**src/design/ioird_pkg.sv**
```systemverilog
package ioird_pkg;

  // ----------------------------------------------------------------
  // geometry
  // ----------------------------------------------------------------
  localparam int          NUM_PINS       = 24;
  localparam int          PIN_W          = 5;
  localparam logic [7:0]  IDX_ID         = 8'h00;
  localparam logic [7:0]  IDX_VER        = 8'h01;
  localparam logic [7:0]  IDX_ARB        = 8'h02;
  localparam logic [7:0]  IDX_TABLE_BASE = 8'h10;
  localparam logic [7:0]  IDX_TABLE_LAST = 8'h3f;

  // ----------------------------------------------------------------
  // direct window offsets (byte addresses)
  // ----------------------------------------------------------------
  localparam logic [7:0]  ADDR_INDEX     = 8'h00;
  localparam logic [7:0]  ADDR_DATA      = 8'h10;
  localparam logic [7:0]  ADDR_EOS       = 8'h40;

  // ----------------------------------------------------------------
  // field positions
  // ----------------------------------------------------------------
  localparam int          ID_LSB         = 24;
  localparam int          ID_MSB         = 27;
  localparam int          F_MASK         = 16;
  localparam int          F_TRIG         = 15;
  localparam int          F_RACC         = 14;
  localparam int          F_POL          = 13;
  localparam int          F_DSTAT        = 12;
  localparam int          F_DMODE_SEL    = 11;
  localparam logic [31:0] LOW_WMASK      = 32'h0001_afff;
  localparam logic [31:0] HIGH_WMASK     = 32'hff00_0000;
  localparam logic [31:0] ID_WMASK       = 32'h0f00_0000;
  localparam logic [31:0] VER_VALUE      = 32'h0017_0011;  // arbitrary version value

  typedef enum logic [2:0] {
    IOIRD_DM_FIXED  = 3'h0,
    IOIRD_DM_LOWEST = 3'h1,
    IOIRD_DM_SMR    = 3'h2,
    IOIRD_DM_RSVD   = 3'h3,
    IOIRD_DM_NMI    = 3'h4,
    IOIRD_DM_INIT   = 3'h5,
    IOIRD_DM_RSV6   = 3'h6,
    IOIRD_DM_RSV7   = 3'h7
  } ioird_dmode_t;

  // message handed to the bus unit
  typedef struct packed {
    logic [7:0]   dest;
    logic         logical;
    ioird_dmode_t dmode;
    logic         level;
    logic [7:0]   vector;
  } ioird_msg_t;

  // software access on the direct window
  typedef struct packed {
    logic        wr;
    logic        rd;
    logic [7:0]  addr;
    logic [31:0] wdata;
  } ioird_cpu_t;

endpackage

```
**src/design/ioird_core.sv**
```systemverilog
`timescale 1ns/1ps
// Behaviour
// - writing the unit identifier also reloads the arbitration identifier
// - arbitration identifier is read-only, bits 27:24, rest reads zero
// - bus winner becomes lowest priority and takes arbitration identifier zero
// - one 64-bit routing entry per pin from index 10h, two 32-bit halves
// - reset sets mask bit 16 and clears bits 15:12 of every entry
// - detected interrupt sets delivery status then waits for bus acknowledge
// - further edges ignored until the bus unit acknowledges the message
// - bit 11 clear: physical id bits 59:56; set: logical set 63:56
// - masked entries neither deliver nor hold interrupts pending
// - masking after acceptance leaves the accepted interrupt untouched
// - bit 15 selects edge (0) or level (1) sensing
// - level entry sets remote-accepted bit 14 on acceptance
// - end-of-service message clears remote-accepted bit 14
// - bit 13 inverts the pin when set, active low
// - delivery status bit 12 is read-only, zero when idle
// - delivery status reads one while the message is held up
// - end-of-service write matches low 8 bits to vectors, clears remote-accepted
// - bits 10:8 give delivery mode; non-maskable is always edge
module ioird_core
  import ioird_pkg::*;
(
  input  wire logic             clk_i,
  input  wire logic             reset_i,
  input  wire ioird_cpu_t       cpu_i,
  output logic [31:0]           rdata_o,
  input  wire logic [NUM_PINS-1:0] irq_pin_i,
  output ioird_msg_t            msg_o,
  output logic                  msg_valid_o,
  input  wire logic             msg_sent_i,
  input  wire logic             msg_accepted_i,
  input  wire logic             arb_won_i,
  input  wire logic             eos_valid_i,
  input  wire logic [7:0]       eos_vector_i
);

  // ----------------------------------------------------------------
  // storage
  // ----------------------------------------------------------------
  logic [63:0]         entry_reg [NUM_PINS];
  logic [7:0]          index_reg;
  logic [3:0]          id_reg;
  logic [3:0]          arb_reg;
  logic [NUM_PINS-1:0] pin_prev_reg;
  logic [NUM_PINS-1:0] pend_reg;
  logic                busy_reg;
  logic [PIN_W-1:0]    cur_reg;
  logic [31:0]         rdata_reg;
  ioird_msg_t          msg_reg;

  function automatic logic is_level(input logic [63:0] e);
    // non-maskable is forced to edge handling
    is_level = e[F_TRIG] && (ioird_dmode_t'(e[10:8]) != IOIRD_DM_NMI);
  endfunction

  function automatic ioird_msg_t make_msg(input logic [63:0] e);
    make_msg.logical = e[F_DMODE_SEL];
    make_msg.dest    = e[F_DMODE_SEL] ? e[63:56] : {4'h0, e[59:56]};
    make_msg.dmode   = ioird_dmode_t'(e[10:8]);
    make_msg.level   = is_level(e);
    make_msg.vector  = e[7:0];
  endfunction

  // ----------------------------------------------------------------
  // decode
  // ----------------------------------------------------------------
  wire       wr_index  = cpu_i.wr && cpu_i.addr == ADDR_INDEX;
  wire       wr_data   = cpu_i.wr && cpu_i.addr == ADDR_DATA;
  wire       wr_eos    = cpu_i.wr && cpu_i.addr == ADDR_EOS;
  wire       in_table  = index_reg >= IDX_TABLE_BASE && index_reg <= IDX_TABLE_LAST;
  wire [7:0] tbl_off   = index_reg - IDX_TABLE_BASE;
  wire [PIN_W-1:0] sel = tbl_off[PIN_W:1];
  wire       sel_high  = tbl_off[0];
  wire       eos_hit   = wr_eos || eos_valid_i;
  wire [7:0] eos_vec   = wr_eos ? cpu_i.wdata[7:0] : eos_vector_i;

  // polarity-corrected pin level
  logic [NUM_PINS-1:0] pin_act;
  logic [NUM_PINS-1:0] trig;
  always_comb
  begin
    for (int i = 0; i < NUM_PINS; i++)
    begin
      pin_act[i] = irq_pin_i[i] ^ entry_reg[i][F_POL];
      if (is_level(entry_reg[i]))
        trig[i] = pin_act[i] && !entry_reg[i][F_RACC];
      else
        trig[i] = pin_act[i] && !pin_prev_reg[i];
      trig[i] = trig[i] && !entry_reg[i][F_MASK];
    end
  end

  // lowest pending pin goes next
  logic             any_pend;
  logic [PIN_W-1:0] next_pin;
  always_comb
  begin
    any_pend = 1'b0;
    next_pin = '0;
    for (int i = NUM_PINS - 1; i >= 0; i--)
    begin
      if (pend_reg[i] && !entry_reg[i][F_MASK])
      begin
        any_pend = 1'b1;
        next_pin = PIN_W'(i);
      end
    end
  end

  wire [31:0] id_word  = {4'h0, id_reg, 24'h0};
  wire [31:0] arb_word = {4'h0, arb_reg, 24'h0};
  wire [63:0] sel_ent  = entry_reg[sel];
  wire [31:0] tbl_word = sel_high ? sel_ent[63:32] : sel_ent[31:0];
  wire [31:0] ind_word = (index_reg == IDX_ID)  ? id_word  :
                         (index_reg == IDX_VER) ? VER_VALUE :
                         (index_reg == IDX_ARB) ? arb_word :
                         in_table               ? tbl_word : 32'h0;
  wire [31:0] rdata_next = (cpu_i.addr == ADDR_INDEX) ? {24'h0, index_reg} :
                           (cpu_i.addr == ADDR_DATA)  ? ind_word : 32'h0;

  // ----------------------------------------------------------------
  // registers
  // ----------------------------------------------------------------
  always_ff @(posedge clk_i or posedge reset_i)
  begin
    if (reset_i)
    begin
      index_reg <= '0;
      id_reg    <= '0;
      arb_reg   <= '0;
      rdata_reg <= '0;
    end
    else
    begin
      if (wr_index)
        index_reg <= cpu_i.wdata[7:0];
      if (wr_data && index_reg == IDX_ID)
      begin
        id_reg  <= cpu_i.wdata[ID_MSB:ID_LSB];
        arb_reg <= cpu_i.wdata[ID_MSB:ID_LSB];
      end
      else if (arb_won_i)
        arb_reg <= '0;
      if (cpu_i.rd)
        rdata_reg <= rdata_next;
    end
  end

  always_ff @(posedge clk_i or posedge reset_i)
  begin
    if (reset_i)
    begin
      for (int i = 0; i < NUM_PINS; i++)
        entry_reg[i] <= {47'h0, 1'b1, 16'h0};
      pin_prev_reg <= '0;
      pend_reg     <= '0;
      busy_reg     <= 1'b0;
      cur_reg      <= '0;
      msg_reg      <= '0;
    end
    else
    begin
      // software write first, so the hardware-owned bits assigned below win
      if (wr_data && in_table)
      begin
        if (sel_high)
          entry_reg[sel][63:32] <= cpu_i.wdata & HIGH_WMASK;
        else
          entry_reg[sel][31:0] <= (cpu_i.wdata & LOW_WMASK) |
                                  (entry_reg[sel][31:0] & ~LOW_WMASK);
      end
      pin_prev_reg <= pin_act;
      for (int i = 0; i < NUM_PINS; i++)
      begin
        if (entry_reg[i][F_MASK] && !(busy_reg && cur_reg == PIN_W'(i)))
          pend_reg[i] <= 1'b0;
        else if (trig[i] && !pend_reg[i])
          pend_reg[i] <= 1'b1;
        if (eos_hit && entry_reg[i][7:0] == eos_vec)
          entry_reg[i][F_RACC] <= 1'b0;
        entry_reg[i][F_DSTAT] <= pend_reg[i];
      end
      if (!busy_reg && any_pend)
      begin
        busy_reg <= 1'b1;
        cur_reg  <= next_pin;
        msg_reg  <= make_msg(entry_reg[next_pin]);
      end
      else if (busy_reg && msg_sent_i)
      begin
        busy_reg <= 1'b0;
        pend_reg[cur_reg] <= 1'b0;
        if (msg_accepted_i && msg_reg.level)
          entry_reg[cur_reg][F_RACC] <= 1'b1;
      end
    end
  end

  assign rdata_o     = rdata_reg;
  assign msg_o       = msg_reg;
  assign msg_valid_o = busy_reg;

  // ----------------------------------------------------------------
  // checks
  // ----------------------------------------------------------------
  a_arb_reload: assert property (
    @(posedge clk_i) disable iff (reset_i)
    wr_data && index_reg == IDX_ID |=> arb_reg == $past(cpu_i.wdata[ID_MSB:ID_LSB]))
    else $error("arbitration id not reloaded");

  a_arb_zero: assert property (
    @(posedge clk_i) disable iff (reset_i)
    arb_won_i && !wr_data |=> arb_reg == 4'h0)
    else $error("arbitration winner not zero");

  a_send_hold: assert property (
    @(posedge clk_i) disable iff (reset_i)
    busy_reg && !msg_sent_i |=> busy_reg && cur_reg == $past(cur_reg))
    else $error("message dropped before acknowledge");

  a_mask_block: assert property (
    @(posedge clk_i) disable iff (reset_i)
    entry_reg[0][F_MASK] && !(busy_reg && cur_reg == '0) |=> !pend_reg[0])
    else $error("masked pin held pending");

  a_racc_set: assert property (
    @(posedge clk_i) disable iff (reset_i)
    busy_reg && msg_sent_i && msg_accepted_i && msg_reg.level && !eos_hit
    |=> entry_reg[$past(cur_reg)][F_RACC])
    else $error("remote accepted not set");

  a_dstat_track: assert property (
    @(posedge clk_i) disable iff (reset_i)
    pend_reg[1] |=> entry_reg[1][F_DSTAT])
    else $error("delivery status not shown");

  a_msg_hold: assert property (
    @(posedge clk_i) disable iff (reset_i)
    busy_reg && !msg_sent_i |=> msg_reg == $past(msg_reg))
    else $error("offered message changed before acknowledge");

  a_inflight_pend: assert property (
    @(posedge clk_i) disable iff (reset_i)
    busy_reg |-> pend_reg[cur_reg])
    else $error("in-flight pin lost its pending state");

  a_sent_release: assert property (
    @(posedge clk_i) disable iff (reset_i)
    busy_reg && msg_sent_i |=> !busy_reg && !pend_reg[$past(cur_reg)])
    else $error("pin not released after acknowledge");

  a_nmi_edge: assert property (
    @(posedge clk_i) disable iff (reset_i)
    busy_reg && msg_reg.dmode == IOIRD_DM_NMI |-> !msg_reg.level)
    else $error("non-maskable message sent as level");

  a_phys_dest: assert property (
    @(posedge clk_i) disable iff (reset_i)
    busy_reg && !msg_reg.logical |-> msg_reg.dest[7:4] == 4'h0)
    else $error("physical destination wider than four bits");

  a_arb_ro: assert property (
    @(posedge clk_i) disable iff (reset_i)
    wr_data && index_reg == IDX_ARB && !arb_won_i |=> arb_reg == $past(arb_reg))
    else $error("arbitration id written by software");

  a_arb_reserved: assert property (
    @(posedge clk_i) disable iff (reset_i)
    cpu_i.rd && cpu_i.addr == ADDR_DATA && index_reg == IDX_ARB
    |=> rdata_reg[31:28] == 4'h0 && rdata_reg[23:0] == 24'h0)
    else $error("arbitration reserved bits not zero");

  a_tbl_reserved: assert property (
    @(posedge clk_i) disable iff (reset_i)
    wr_data && in_table && sel_high |=> entry_reg[$past(sel)][55:32] == 24'h0)
    else $error("reserved entry bits took a write");

  // one copy of each property below for every table entry; a_mask_block and a_dstat_track above cover pins 0 and 1 only
  for (genvar g = 0; g < NUM_PINS; g++)
  begin : g_pin_chk
    a_eos_clear: assert property (
      @(posedge clk_i) disable iff (reset_i)
      eos_hit && entry_reg[g][7:0] == eos_vec && !(busy_reg && msg_sent_i)
      |=> !entry_reg[g][F_RACC])
      else $error("end of service did not clear");

    a_level_quiet: assert property (
      @(posedge clk_i) disable iff (reset_i)
      is_level(entry_reg[g]) && entry_reg[g][F_RACC] && !pend_reg[g] |=> !pend_reg[g])
      else $error("level resent while accepted");

    a_dstat_idle: assert property (
      @(posedge clk_i) disable iff (reset_i)
      !pend_reg[g] |=> !entry_reg[g][F_DSTAT])
      else $error("delivery status set while idle");

    a_racc_hold: assert property (
      @(posedge clk_i) disable iff (reset_i)
      entry_reg[g][F_RACC] && !eos_hit |=> entry_reg[g][F_RACC])
      else $error("remote accepted cleared without end of service");
  end

endmodule

```
**config.mk**
```make
export PLATFORM = sky130hd
export DESIGN_NAME = ioird_core
export DESIGN_NICKNAME = d
export VERILOG_FILES = /design/src/design/ioird_pkg.sv /design/src/design/ioird_core.sv
export SDC_FILE = /design/constraint.sdc
export NUM_CORES = 2
export LEC_CHECK = 0
export CORE_MARGIN = 5
export CORE_UTILIZATION = 55
export DETAILED_ROUTE_END_ITERATION = 12
export DONT_BUFFER_PORTS = 1
export HOLD_SLACK_MARGIN = 0.08
export PLACE_DENSITY_LB_ADDON = 0.25
export SKIP_LAST_GASP = 1
export SYNTH_ARGS = -nofsm -noshare
export SYNTH_HDL_FRONTEND = slang
export SYNTH_SLANG_ARGS = --single-unit
```
**constraint.sdc**
```tcl
create_clock -name clk_i -period 167.9 [get_ports clk_i]
set_input_delay 25.185 -clock clk_i [delete_from_list [all_inputs] [get_ports clk_i]]
set_output_delay 25.185 -clock clk_i [all_outputs]
set_load 0.05 [all_outputs]
```
==> results_dict.tcl <==
set metrics [dict create \
    status "completed" \
    wl_per_cell_um 29.39 \
    drt-total-wl_um 238900 \
    leakage_nw 39.54 \
    slowest_delay_ns 0.90 \
    ys_warn_count 0 \
    core_area_sq_um 141900 \
    root_buffer "clkbuf_16" \
    cts_hold_buf 0 \
    die_y_um 388.2 \
    synth_nets 6392 \
    crit_top_cell "buf_4" \
    numCtsBuffers 174 \
    vdd_ir_drop_max_mv 0.008403 \
    cts_setup_buffers 0 \
    ys_types 75 \
    slew-limit-headroom_pct 13.69 \
    place_congestion 0.9619 \
    critical_path.startpoint_type "input pin" \
    final_layout_size_suffix_gt1_share_pct 25.43 \
    yosys_most_used_dff "dfrtp_1" \
    dieArea_sq_um 150700 \
    setup_viol_count_final 0 \
    cp.arrival_ns 29.92 \
    fmax_mhz 34.39 \
    path_class "input pin to asynchronous set/reset pin" \
    cts-resized-gates 0 \
    vias 52640 \
    hold_slack_ns 0.3774 \
    drt_iter0_drc 5743 \
    ys_seq_area_share_pct 52.81 \
    syn_area_per_cell_sq_um 12.48 \
    syn_area_sq_um 78670 \
    grt_setup_unrepaired "false" \
    routed_via_density 6.474 \
    maxUsedRoutingLayer "met4" \
    synthCells 6306 \
    remaining_drc_errors 0 \
    tightest_slew_ns 1.295 \
    first_global_vias 53370 \
    hpwlAfterDp_um 144700 \
    ant_nets 0 \
    crit_chain "inv_8 > buf_12 > buf_4 > buf_4 > buf_4 > buf_4" \
    synth_edf_count 0 \
    setup_tns_ns 0 \
    dr_wl_met3_um 27870 \
    wl_met1_um 96640 \
    maxSlewViolCount 0 \
    end_kind "asynchronous set/reset pin" \
    drv_cap 0 \
    clock_sinks 1659 \
    first_pass_iters 8 \
    hold_violations 0 \
    cp_max_fo 174 \
    start_util_pct 55.43 \
    hp-class "register to register" \
    worstSkewPairLatency_ns 0.84 \
    fin_crit_ns 29.08 \
    io-pin-count 134 \
    grt_pass1_wl_um 359200 \
    fin_nets 6175 \
    grt_antenna_before_repair 7 \
    grt_max_degree 175 \
    cts_tree "yes" \
    port_buffers 0 \
    globalRoute.totalOverflow 0 \
    grt_util_all_layers_pct 31.94 \
    wl_met2_um 103900 \
    fp.dieW_um 388.2 \
    htree_levels 4 \
    slowest_stage "buf_4" \
    p_per_area_nw_per_um2 10.25 \
    clk_pin_slew_ns 0.06 \
    period_share_pct 17.32 \
    synthArstFlopShare_pct 100.0 \
    cts_max_path_buffers 3 \
    syn_to_final_growth_pct 9.458 \
    synth_seq_cells 1659 \
    required_ns 168.74 \
    rows 138 \
    finalClockSkew_ns 0.05441 \
]
[metrics by stage]
step	util (%)	area [sq um]	setup WS (ns)	cells	power (mW)
global placement	56.47	80140	137.85	7803	0.4905
global route	60.66	86100	137.94	8125	0.9094
detailed placement	56.47	80140	137.75	7803	0.4915
CTS	60.66	86090	138.64	8123	0.8861
floorplan	-	78670	95.93	6306	0.4676
finish	60.67	86110	138.82	8131	0.8830
[synthesized netlist by cell type, types with 26 or more instances]
library cell / n / area, sq um
buf_1: 46 / 172.7
o21ai_0: 101 / 505.5
nand2_1: 462 / 1734
nor2_1: 508 / 1907
mux2_2: 563 / 6340
nand4_1: 28 / 175.2
nor4_1: 26 / 162.7
o22ai_1: 43 / 269.0
clkbuf_1: 212 / 795.8
a31oi_1: 29 / 181.4
buf_2: 219 / 1096
nand2b_1: 26 / 162.7
buf_4: 37 / 277.8
mux4_2: 487 / 10970
mux2i_1: 164 / 1642
nand3_1: 156 / 780.8
inv_1: 37 / 138.9
a21oi_1: 480 / 2402
xor2_1: 192 / 1682
and2_1: 579 / 3622
dfrtp_1: 1635 / 40910
[cell type report]
| type | instances | area (sq um) |
|---|---|---|
| clock buffers | 262 | 5228 |
| clock inverters | 58 | 723.2 |
| diodes | 8 | 20.02 |
| inverters | 38 | 152.6 |
| well taps | 1890 | 2365 |
| repair buffers | 122 | 1003 |
| flip-flops and latches | 1659 | 41560 |
| fillers | 11040 | 55820 |
| multi-input cells | 4094 | 35060 |
[where the power goes]
part | switching, mW | leakage (nW) | internal [mW]
clock | 0.167 | 2.93 | 0.230
combinational | 0.0494 | 13.7 | 0.0183
sequential | 0.0138 | 22.9 | 0.404
total | 0.230 | 39.5 | 0.653
[placed cells by master (no fill, tap or decap), types with 22 or more instances in the layout]
cell / count
clkbuf_8: 50
xnor2_1: 24
clkbuf_1: 36
mux2_2: 563
nand3_1: 144
o22ai_1: 43
o21ai_0: 100
a21oi_1: 462
inv_1: 36
dfrtp_1: 1631
clkbuf_16: 176
nor2_1: 483
buf_4: 115
nand2_1: 454
mux4_2: 487
xor2_1: 192
nand4_1: 28
nor2_4: 25
a31oi_1: 29
mux2i_1: 164
and2_1: 578
dfstp_2: 24
a22oi_1: 24
nor4_1: 25
clkinv_2: 31
nor2b_1: 22
nand2b_1: 25
[path summary, 6_finish.rpt]
check                                  start                          to  slack, ns  cells after the start
worst min register to register   pend_reg[9]              entry_reg[908]       0.38                      0
worst max-delay path                 reset_i  asynchronous set/reset pin     138.82                      6
max in group clk_i                 cpu_i[35]                    register     139.25                      9
min in group asynchronous            reset_i  asynchronous set/reset pin      24.28                      1
worst min-delay path             pend_reg[9]              entry_reg[908]       0.38                      0
worst max register to register  index_reg[1]                 rdata_o[19]     162.11                      9
[layer usage]
layer / vias to the layer above / global-route usage [%]
met4: 0 / 12.18
met1: 27420 / 45.93
met5: - / 0
met2: 2766 / 45.91
li1: 21910 / -
met3: 541 / 10.10
[cells by family (layout without fill, tap and decap cells)]
family / count (synthesis) / in the layout / share of synthesized area, %
AO/OA/AOI/OAI: 778 / 778 / 5.616
XOR/XNOR: 216 / 216 / 2.405
adder cells (fa/ha/maj): 6 / 6 / 0.09542
buffers and inverters: 553 / 480 / 3.173
flip-flops: 1659 / 1659 / 52.81
multiplexers: 1222 / 1222 / 24.27
other: 0 / 8 / 0
AND/OR/NAND/NOR: 1872 / 1872 / 11.63
[worst max-delay path, delay by kind of cell]
kind                   cells  cell delay, ns
buffers and inverters      6            4.41
Power figures use the tool's default switching activity.
